[src/rtl/fts_pkg.sv]
// package: constants and carriers for the frame timing supervisor
package fts_pkg;
  localparam int          CLK_PERIOD_NS = 10;     // ref_clk period
  localparam int          TICK_US       = 1000;   // time base of every timer
  localparam int          TICK_CYCLES   = (TICK_US * 1000) / CLK_PERIOD_NS;
  localparam int          TW            = 16;     // timer width in bits, counts ticks
  localparam int          DW            = 16;     // signal width
  localparam int          NLAT          = 2;      // latency monitors
  localparam int          LAT_INPUT     = 0;      // monitor for input changes
  localparam int          LAT_DATA      = 1;      // monitor for internal decisions
  localparam logic [TW-1:0] CNT_RESET   = 16'hFFFF; // counters start expired
  localparam logic [TW-1:0] CNT_MAX     = 16'hFFFF;
  localparam logic [DW-1:0] DATA_RESET  = 16'h0000;

  typedef enum logic [1:0] {
    FTS_TX_IDLE = 2'b00,
    FTS_TX_BUSY = 2'b01
  } fts_tx_state_t;

  typedef enum logic [1:0] {
    FTS_RX_INIT = 2'b00,
    FTS_RX_LIVE = 2'b01,
    FTS_RX_FAIL = 2'b11
  } fts_rx_state_t;

  typedef struct packed {
    logic [TW-1:0] period;      // periodic interval, ticks
    logic [TW-1:0] update;      // update time, ticks
    logic [TW-1:0] in_delay;    // input delay budget, ticks
    logic [TW-1:0] data_delay;  // data delay budget, ticks
  } fts_tx_cfg_t;

  typedef struct packed {
    logic [TW-1:0] period;      // periodic interval of the watched frame
    logic [TW-1:0] timeout;     // supervision timeout, ticks
    logic [DW-1:0] fail_value;  // substitute on communication failure
    logic [DW-1:0] default_val; // shown until first reception
  } fts_rx_cfg_t;
endpackage : fts_pkg

[src/rtl/fts_supervisor.sv]
// frame timing supervisor: transmit scheduling and receive supervision
`timescale 1ns/10ps
module fts_supervisor
  import fts_pkg::*;
#(
  parameter int TICK_CYC = TICK_CYCLES
) (
  input  wire logic           ref_clk,
  input  wire logic           nrst,
  input  wire fts_tx_cfg_t    tx_cfg,
  input  wire fts_rx_cfg_t    rx_cfg,
  input  wire logic           sw_in,
  input  wire logic           app_change,
  input  wire logic [DW-1:0]  tx_value,
  input  wire logic           tx_done,
  input  wire logic           rx_valid,
  input  wire logic [DW-1:0]  rx_data,
  input  wire logic           clr_late,
  output logic                tx_req,
  output logic [DW-1:0]       tx_data,
  output logic [DW-1:0]       rx_signal,
  output logic                comm_fail,
  output logic                rx_seen,
  output logic [DW-1:0]       act_out,
  output logic                cfg_bad,
  output logic [NLAT-1:0]     late
);
  logic            tick;
  fts_tx_state_t   tx_st;
  fts_rx_state_t   rx_st;
  logic [TW-1:0]   per_cnt;
  logic [TW-1:0]   upd_cnt;
  logic [TW-1:0]   sup_cnt;
  logic            ev_pend;
  logic            sw_prev;

  fts_tick #(.CYCLES(TICK_CYC)) u_tick (
    .ref_clk (ref_clk),
    .nrst    (nrst),
    .tick    (tick)
  );

  // transmit decision, all combinational
  wire             in_change = (sw_in != sw_prev);
  wire             ev_now    = in_change | app_change;
  wire [TW:0]      per_next  = {1'b0, per_cnt} + 17'h00001;
  // one tick early is allowed: tick phase against launch is unknown
  wire             per_due   = (per_next >= {1'b0, tx_cfg.period});
  // strictly above the setting: the first tick may land one cycle after launch;
  // a saturated count also counts as expired so a maximum setting cannot lock the sender
  wire             upd_ok    = (upd_cnt > tx_cfg.update) | (upd_cnt == CNT_MAX);
  wire             tx_idle   = (tx_st == FTS_TX_IDLE);
  wire             launch    = tx_idle & upd_ok & (per_due | ev_pend | ev_now);
  wire [TW-1:0]    per_inc   = (per_cnt == CNT_MAX) ? per_cnt : per_cnt + 1'b1;
  wire [TW-1:0]    upd_inc   = (upd_cnt == CNT_MAX) ? upd_cnt : upd_cnt + 1'b1;
  // set wins over clear so an event in the launch cycle still gets a send
  wire             next_ev_pend = ev_now | (ev_pend & ~launch);

  // transmit state and request handshake
  always_ff @(posedge ref_clk) begin
    if (!nrst) begin
      tx_st   <= FTS_TX_IDLE;
      tx_req  <= 1'b0;
      tx_data <= DATA_RESET;
      per_cnt <= CNT_RESET;
      upd_cnt <= CNT_RESET;
      ev_pend <= 1'b0;
      sw_prev <= 1'b0;
    end else begin
      sw_prev <= sw_in;
      ev_pend <= next_ev_pend;
      unique case (tx_st)
        FTS_TX_IDLE: begin
          if (launch) begin
            tx_st   <= FTS_TX_BUSY;
            tx_req  <= 1'b1;
            tx_data <= tx_value;
          end
        end
        FTS_TX_BUSY: begin
          if (tx_done) begin
            tx_st  <= FTS_TX_IDLE;
            tx_req <= 1'b0;
          end
        end
      endcase
      // both timers restart at launch; update time spans start to start
      if (launch) begin
        per_cnt <= '0;
        upd_cnt <= '0;
      end else if (tick) begin
        per_cnt <= per_inc;
        upd_cnt <= upd_inc;
      end
    end
  end

  // cycles since the last launch, kept only so the checks can measure real spacing
  logic [47:0] gap_cyc;
  always_ff @(posedge ref_clk) begin
    if (!nrst) begin
      gap_cyc <= '1;
    end else if (launch) begin
      gap_cyc <= 48'h000000000001;
    end else if (gap_cyc != '1) begin
      gap_cyc <= gap_cyc + 1'b1;
    end
  end

  // latency monitors: one for the switch input, one for internal decisions
  wire [NLAT-1:0] lat_start = {app_change, in_change};
  wire [TW-1:0]   lat_budget [NLAT];
  assign lat_budget[LAT_INPUT] = tx_cfg.in_delay;
  assign lat_budget[LAT_DATA]  = tx_cfg.data_delay;

  genvar gi;
  generate
    for (gi = 0; gi < NLAT; gi++) begin : g_lat
      logic          run;
      logic          sent;
      logic [TW-1:0] cnt;
      // only a frame launched after the change may close the window
      wire           done_ok = tx_done & sent;
      wire           over    = run & (cnt > lat_budget[gi]);
      always_ff @(posedge ref_clk) begin
        if (!nrst) begin
          run          <= 1'b0;
          sent         <= 1'b0;
          cnt          <= '0;
          late[gi]     <= 1'b0;
        end else begin
          if (lat_start[gi] && !run) begin
            run  <= 1'b1;
            sent <= 1'b0;
            cnt  <= '0;
          end else begin
            if (done_ok) run <= 1'b0;
            if (launch && run) sent <= 1'b1;
            if (tick && run && cnt != CNT_MAX) cnt <= cnt + 1'b1;
          end
          late[gi] <= over | (late[gi] & ~clr_late);
        end
      end
    end
  endgenerate

  // receive supervision; invalid timeouts are clamped to just above 2x period
  wire [TW:0]   two_per   = {rx_cfg.period, 1'b0};
  wire          to_bad    = ({1'b0, rx_cfg.timeout} <= two_per);
  wire [TW:0]   eff_to    = to_bad ? two_per + 17'h00001 : {1'b0, rx_cfg.timeout};
  wire          sup_exp   = ({1'b0, sup_cnt} >= eff_to);
  wire [TW-1:0] sup_inc   = (sup_cnt == CNT_MAX) ? sup_cnt : sup_cnt + 1'b1;
  wire          go_fail   = (rx_st == FTS_RX_LIVE) & tick & sup_exp & ~rx_valid;

  // a reception in the timeout cycle wins, so no false failure is shown
  always_ff @(posedge ref_clk) begin
    if (!nrst) begin
      rx_st     <= FTS_RX_INIT;
      sup_cnt   <= '0;
      comm_fail <= 1'b0;
      rx_seen   <= 1'b0;
      rx_signal <= DATA_RESET;
      act_out   <= DATA_RESET;
      cfg_bad   <= 1'b0;
    end else begin
      cfg_bad <= to_bad;
      if (rx_valid) begin
        rx_st     <= FTS_RX_LIVE;
        sup_cnt   <= '0;
        comm_fail <= 1'b0;
        rx_seen   <= 1'b1;
        rx_signal <= rx_data;
        act_out   <= rx_data;
      end else begin
        if (tick && rx_st != FTS_RX_INIT) sup_cnt <= sup_inc;
        if (go_fail) begin
          rx_st     <= FTS_RX_FAIL;
          comm_fail <= 1'b1;
        end
        unique case (rx_st)
          FTS_RX_INIT: rx_signal <= rx_cfg.default_val;
          FTS_RX_LIVE: rx_signal <= go_fail ? rx_cfg.fail_value : rx_signal;
          FTS_RX_FAIL: rx_signal <= rx_cfg.fail_value;
          default:     rx_signal <= rx_cfg.fail_value;
        endcase
      end
    end
  end

  // checks
  a_update_gap: assert property (@(posedge ref_clk) disable iff (!nrst)
    launch |-> gap_cyc >= 48'(tx_cfg.update) * 48'(TICK_CYC))
    else $error("send inside update time");
  a_period_send: assert property (@(posedge ref_clk) disable iff (!nrst)
    (tx_idle && upd_ok && per_due) |=> tx_req) else $error("periodic send missed");
  a_early_bound: assert property (@(posedge ref_clk) disable iff (!nrst)
    (launch && !ev_pend && !ev_now && gap_cyc != '1)
    |-> gap_cyc + 48'(2 * TICK_CYC) > 48'(tx_cfg.period) * 48'(TICK_CYC))
    else $error("periodic send too early");
  a_event_held: assert property (@(posedge ref_clk) disable iff (!nrst)
    (ev_now && !launch) |=> ev_pend) else $error("event dropped");
  a_req_hold: assert property (@(posedge ref_clk) disable iff (!nrst)
    (tx_req && !tx_done) |=> tx_req && $stable(tx_data)) else $error("request dropped");
  a_data_exact: assert property (@(posedge ref_clk) disable iff (!nrst)
    launch |=> tx_data == $past(tx_value)) else $error("sent value differs");
  a_timeout_fail: assert property (@(posedge ref_clk) disable iff (!nrst)
    go_fail |=> comm_fail && rx_signal == $past(rx_cfg.fail_value))
    else $error("timeout not flagged");
  a_fail_value: assert property (@(posedge ref_clk) disable iff (!nrst)
    (comm_fail && !rx_valid) |=> comm_fail && rx_signal == $past(rx_cfg.fail_value))
    else $error("stale data during failure");
  a_power_default: assert property (@(posedge ref_clk) disable iff (!nrst)
    (!rx_seen && !rx_valid) |=> !rx_seen && rx_signal == $past(rx_cfg.default_val))
    else $error("default not shown");
  a_rx_restart: assert property (@(posedge ref_clk) disable iff (!nrst)
    rx_valid |=> !comm_fail && rx_signal == $past(rx_data) && sup_cnt == 0)
    else $error("reception not taken");
  a_actuate: assert property (@(posedge ref_clk) disable iff (!nrst)
    rx_valid |=> act_out == $past(rx_data)) else $error("output not actuated");
  a_cfg_check: assert property (@(posedge ref_clk) disable iff (!nrst)
    ##1 cfg_bad == ($past(rx_cfg.timeout) <= {$past(rx_cfg.period), 1'b0}))
    else $error("timeout check wrong");
  a_late_flag: assert property (@(posedge ref_clk) disable iff (!nrst)
    (g_lat[LAT_INPUT].over) |=> late[LAT_INPUT]) else $error("input latency miss");

  c_event_defer: cover property (@(posedge ref_clk) disable iff (!nrst)
    (ev_now && !upd_ok) ##[1:1000] launch);
  c_periodic: cover property (@(posedge ref_clk) disable iff (!nrst)
    (launch && !ev_pend && !ev_now));
  c_failure: cover property (@(posedge ref_clk) disable iff (!nrst) $rose(comm_fail));
  c_recover: cover property (@(posedge ref_clk) disable iff (!nrst)
    comm_fail ##1 rx_valid);
endmodule : fts_supervisor

[src/rtl/fts_tick.sv]
// time base: one-cycle tick enable every CYCLES clocks
`timescale 1ns/10ps
module fts_tick #(
  parameter int CYCLES = 100000
) (
  input  wire logic ref_clk,
  input  wire logic nrst,
  output logic      tick
);
  localparam int CW = $clog2(CYCLES + 1);
  localparam logic [CW-1:0] LAST = CW'(CYCLES - 1);

  logic [CW-1:0] cnt;
  wire           wrap = (cnt == LAST);

  // free-running divider, tick is registered so it is glitch free
  always_ff @(posedge ref_clk) begin
    if (!nrst) begin
      cnt  <= '0;
      tick <= 1'b0;
    end else begin
      cnt  <= wrap ? '0 : cnt + 1'b1;
      tick <= wrap;
    end
  end
endmodule : fts_tick

[config.mk]
export PLATFORM = sky130hd
export DESIGN_NAME = fts_supervisor
export DESIGN_NICKNAME = d
export VERILOG_FILES = /design/src/rtl/fts_pkg.sv /design/src/rtl/fts_supervisor.sv /design/src/rtl/fts_tick.sv
export SDC_FILE = /design/constraint.sdc
export NUM_CORES = 1
export LEC_CHECK = 0
export ABC_AREA = 1
export BUFFER_PORTS_ARGS = -buffer_cell sky130_fd_sc_hd__buf_2
export CELL_PAD_IN_SITES_DETAIL_PLACEMENT = 1
export CELL_PAD_IN_SITES_GLOBAL_PLACEMENT = 2
export CORE_MARGIN = 2
export CORE_UTILIZATION = 30
export CTS_CLUSTER_SIZE = 10
export DETAILED_ROUTE_END_ITERATION = 7
export PLACE_DENSITY = 0.89
export SYNTH_ARGS = -nofsm -noshare
export SYNTH_HDL_FRONTEND = slang
export SYNTH_HIERARCHICAL = 1
export SYNTH_SLANG_ARGS = --single-unit
[constraint.sdc]
create_clock -name ref_clk -period 4.58 [get_ports ref_clk]
set_clock_uncertainty 0.05 [all_clocks]
set_input_delay 1.374 -clock ref_clk [delete_from_list [all_inputs] [get_ports ref_clk]]
set_output_delay 1.374 -clock ref_clk [all_outputs]
set_load 0.02 [all_outputs]
### Word-level counts from Yosys, hierarchy flattened

Cells that the tools add are included.

* add/sub/neg operators: 8
* magnitude comparators: 6
* eq/ne operators: 14
* mux-type cells: 22
* bitwise logic cells: 24
* reduce and logical (&&, ||, !) cells: 27

Operator list (count)
* 2-to-1 mux 16 bit: 8
* adder 16 x 1 -> 16 bit, second input constant: 5
* equality test 16 bit, second input constant: 3
* > comparator 16 bit: 3
* adder 17 x 1 -> 17 bit, second input constant: 2
* != test 16 bit, second input constant: 2
* case mux 16 bit (2 select lines): 1
* adder 16 x 1 -> 17 bit, second input constant: 1
* equality test 17 bit, second input constant: 1
* greater-or-equal comparator 16 x 17 -> 1 bit: 1
* greater-or-equal comparator 17 x 16 -> 1 bit: 1
* <= comparator 16 x 17 -> 1 bit: 1
* 2-to-1 mux 17 bit: 1
* bitwise AND 1 bit: 12
* AND reduction 2 bit: 5
* nonzero test 2 bit: 5
* logical AND 1 bit: 9
* 2-to-1 mux 1 bit: 8
* OR reduction 2 bit: 4
* bitwise OR 1 bit: 7
* != test 2 bit, second input constant: 3
* inverter 1 bit: 5
* equality test 2 x 1 -> 1 bit, second input constant: 2
* logical NOT 2 bit: 2
* other kinds (7): 9

* register bits: 161
* input port bits: 167
* output and inout port bits: 54
* word-level logic and storage cells: 125

### Longest topological paths before layout

* depth in word-level cells: 8
* depth in mapped cells: 28
* depth with buffers taken out: 26

### Hierarchy

The synthesis kept the hierarchy.

By module, submodules not included
* fts_supervisor: times used 1, cells each 1461, area each 9615.5 µm², sequential area each 2822.7 µm²
* fts_tick: times used 1, cells each 131, area each 890.9 µm², sequential area each 360.3 µm²

### Worst setup path after synthesis

OpenSTA, ideal clock, no wires.

* path kind: in2reg
* from: input port rx_cfg[57] (netlist name)
* to: register rx_signal[11]
* setup time: 0.113 ns
* data arrival time: 3.981 ns
* required time: 4.417 ns
* slack: 0.436 ns
* stages: 24
* path buffers: 2
* cells stage by stage: inv_1 > ha_1 > nand2_1 > inv_1 > o21bai_1 > a21oi_1 > a211oi_1 > nand2_1 > nand2_1 > clkbuf_1 > inv_1 > nand2_1 > o21ai_0 > ha_1 > nand4_1 > nor2_1 > nand3_1 > nand4_1 > nand2_1 > nand3_1 > clkbuf_1 > nand2_1 > nand2_1 > nor2_1

* cells in the longest elaborated chain, start to end: 6
* elaborated cells on any way between the ends: 7
* classes of those cells: 1 x add/sub; 2 x order compare; 1 x eq/ne; 1 x mux; 2 x bitwise

RTL lines
* from (decl): RTL line fts_supervisor.sv:11 `input wire fts_rx_cfg_t rx_cfg,`
* adder 17 x 1 -> 17 bit or <= comparator 16 x 17 -> 1 bit (tied branches): RTL line fts_supervisor.sv:150, fts_supervisor.sv:149
* 2-to-1 mux 17 bit (*): RTL line fts_supervisor.sv:150 `wire [TW:0] eff_to = to_bad ? two_per + 17'h00001 : {1'b0, rx_cfg.timeout};`
* greater-or-equal comparator 16 x 17 -> 1 bit (*): RTL line fts_supervisor.sv:151 `wire sup_exp = ({1'b0, sup_cnt} >= eff_to);`
* bitwise AND 1 bit (*) (2 in series): RTL line fts_supervisor.sv:153 `wire go_fail = (rx_st == FTS_RX_LIVE) & tick & sup_exp & ~rx_valid;`
* != test 3 bit (no source line) (*)
* to (signal assigned): RTL line fts_supervisor.sv:172 `rx_signal <= rx_data;`
* to (signal assigned): RTL line fts_supervisor.sv:181 `FTS_RX_INIT: rx_signal <= rx_cfg.default_val;`
* to (signal assigned): RTL line fts_supervisor.sv:182 `FTS_RX_LIVE: rx_signal <= go_fail ? rx_cfg.fail_value : rx_signal;`
* to (decl): RTL line fts_supervisor.sv:21 `output logic [DW-1:0] rx_signal,`

Mark *: on every way between the ends. The rest lies on a longest branch, timed or not.
A chain may end at the register's enable or synchronous reset.

### Worst setup path after layout

* from: input port rx_cfg[49] (netlist name)
* to: register rx_signal[11]

Same word-level chain as after synthesis.

==> results_dict.tcl <==
set metrics [dict create \
    initial_core_util 0.304 \
    ys_top_cells_by_area "dfxtp_1 (30%), nand2_1 (12%), ha_1 (12%), inv_1 (9.0%), nor2_1 (7.0%)" \
    p_leak_nw 6.36 \
    syn_nets 1860 \
    ant_nets 0 \
    powerDensity_mw_per_mm2 384 \
    ctsResizeCount 0 \
    ir_worst_vdd_mv 0.275 \
    startpoint_type "input port" \
    synth-simple-area-share 0.317 \
    arrival_ps 4400 \
    hpwl_um 26100 \
    ys_ff_latch 159 \
    finalMaxSlewViolations 0 \
    layout.cells.non_filler 2269 \
    fp.coreArea_sq_mm 0.0345 \
    slowest_delay_ps 290 \
    htreeDepth 4 \
    layout-drive-gt1-share 0.159 \
    dieArea_sq_mm 0.0365 \
    synth-adder-area-share 0.120 \
    antenna_found_initial 1 \
    yosysTopAreaCell "dfxtp_1" \
    clock-sinks 159 \
    place_inst 2235 \
    synth_top_family_by_area "simple AND/OR/NAND/NOR gates" \
    rsz0062_at_grt "no" \
    die_w_um 191 \
    clock.fmax_ghz 0.243 \
    grt_remaining_overflow 0 \
    cts.clk_slew.worst_paths_ps 70 \
    dr.pass1.iters 4 \
    place_congestion 0.856 \
    syn_area_sq_mm 0.0105 \
    cp_num_buf_inv 5 \
    cts_root_buf "clkbuf_16" \
    grt_pass1_wl_um 54000 \
    status "completed" \
    min_period_ps 4120 \
    drt_wl_total_um 33000 \
    crit_fanout 32 \
    postPlaceCellArea_sq_mm 0.0121 \
    setup_viol 0 \
    grt_max_degree 53 \
    async_flop_share 0 \
    synthDistinctLibCells 43 \
    yosysSeqAreaShare 0.303 \
    synthXorXnorAreaFrac 0.0367 \
    synth_enable_flop_cells 0 \
    holdBufCountCts 0 \
    critPathKind "in -> reg" \
    cts_setup_buffers 0 \
    worst_ep_required_time_ps 4860 \
    synth_compound_area_frac 0.112 \
    design_area_sq_mm 0.0127 \
    cts.path.max_buffers 2 \
    yosys_warnings 6 \
    yosys.area.top_type_share 0.303 \
    rows 68 \
    end_kind "register" \
    cpMaxStageDelayCell "ha_1" \
    grt_usage 0.183 \
    syn2layout_area_growth_pct 21.0 \
    worstMarginPinSlew_ps 1190 \
    wire_per_inst_um 14.6 \
    drc 0 \
    ys.flop_type "dfxtp_1" \
    portBuffers 220 \
    ios 221 \
    nFillCells 4536 \
    drv_cap 0 \
    routed_via_density 4.75 \
    grt_pass1_vias 11200 \
    min_path_type "reg -> reg" \
    crit_family "simple AND/OR/NAND/NOR gates" \
    via_count 10800 \
    finalPower_mw 4.88 \
    clock_latency_ps 440 \
    cts_tree "yes" \
    tns_ps 0 \
    hold_viol_final 0 \
    syn_inst 1592 \
    syn_area_per_cell_sq_um 6.60 \
    slew_headroom 0.210 \
    min_period_over_period 0.899 \
    fin_nets 2067 \
    drt_iter0_markers 356 \
    die_h_um 191 \
    cts_buffers 17 \
    muxShareOfSynthArea 0 \
]
==> report_power, final <==
part           leakage [nW]  internal, mW  switching, mW
clock                 0.318         0.939          0.657
combinational          4.74         0.561          0.998
sequential             1.31          1.56          0.167
==> registers in the layout, indices dropped and copies added (netlist names) <==
name and cells:
tx_data 16, rx_st 2, sw_prev 1, u_tick/cnt 17, rx_seen 1, upd_cnt 16
u_tick/tick 1, ev_pend 1, g_lat.cnt 32, tx_req 1, sup_cnt 16, rx_signal 16
g_lat.run 2, g_lat.sent 2, act_out 16, cfg_bad 1, per_cnt 16, late 2
==> kinds of logic (layout without fill, tap and decap cells) <==
kind of cell	Yosys count	in the layout
AOI/OAI and AO/OA	223	223
xor gates and xnor gates	44	44
adders and majority gates	101	101
buffers and inverters	299	519
DFF	159	159
other	0	2
and+or+nand+nor	766	766
==> per-stage QoR <==
stage	setup WS, ps	hold WS, ps	util
2_1_floorplan	436	367	-
3_5_place_dp	13.7	398	0.349
3_3_place_gp	76.8	376	0.349
5_1_grt	56.3	426	0.368
4_1_cts	428	409	0.368
6_report	461	407	0.368
==> final timing paths <==
| kind | startpoint | end | slack [ps] | depth (start not counted) |
|---|---|---|---|---|
| max | rx_cfg[49] | rx_signal[11] | 460 | 26 |
| min | g_lat[0].sent | g_lat[0].sent | 410 | 2 |
| max reg2reg | per_cnt[0] | per_cnt[1] | 660 | 21 |
| min reg2reg | g_lat[0].sent | g_lat[0].sent | 410 | 2 |
==> worst reg2reg max path: cells and delay by family, from the launching register on <==
kind	cells	cell delay [ps]
AND/OR/NAND/NOR	15	2250
flip-flops	1	440
buffers and inverters	3	430
adder cells (fa/ha/maj)	1	270
XOR/XNOR	1	210
AO/OA/AOI/OAI	1	180
==> routing by layer <==
metal  global-route usage  vias up  routed length [um]
met5                    0        -                   0
met4               0.0565        0                 662
met1                0.222     5060               15200
li1                     -     5537                   -
met2                0.331      148               16300
met3               0.0261       39                 902
==> cells in the final DEF (no fill, tap or decap), types with 3 or more instances in the layout <==
cell type	count
buf_4	9
or2_2	6
nor2_1	195
buf_2	220
a21oi_1	113
o21a_1	4
xor2_1	36
nand3b_1	20
nor3b_1	3
xnor2_1	8
nand2_1	341
clkinv_4	3
bufinv_16	4
dfxtp_1	159
nand4_1	30
nand3_1	121
clkbuf_16	17
nor2_2	5
nand2_4	3
inv_2	4
nor4_1	10
ha_1	101
o21ai_1	3
a31oi_1	3
nor3_1	24
inv_6	4
a211oi_1	4
o21bai_1	5
o21ai_0	84
inv_1	251
==> cell type report <==
cell class,instances,area (sq um),share of cell area
inverter,257,967,0.0761
clock buffer,18,439,0.0345
timing repair buffer,230,1190,0.0935
sequential,159,3180,0.250
multi-input combinational,1134,6160,0.485
antenna,2,5.00,0.000394
tap,455,569,0.0448
clock inverter,14,203,0.0159
==> cell usage after synthesis (5+ instances only) <==
| cell | instances |
|---|---|
| nor2_2 | 5 |
| xnor2_1 | 8 |
| nand3b_1 | 20 |
| xor2_1 | 36 |
| clkbuf_1 | 29 |
| nand2_1 | 341 |
| nand3_1 | 121 |
| dfxtp_1 | 159 |
| or2_2 | 6 |
| inv_1 | 251 |
| o21bai_1 | 5 |
| buf_2 | 6 |
| ha_1 | 101 |
| o21ai_0 | 84 |
| a21oi_1 | 113 |
| nor4_1 | 10 |
| nor3_1 | 24 |
| nor2_1 | 195 |
| nand4_1 | 30 |
Power figures use the tool's default switching activity.
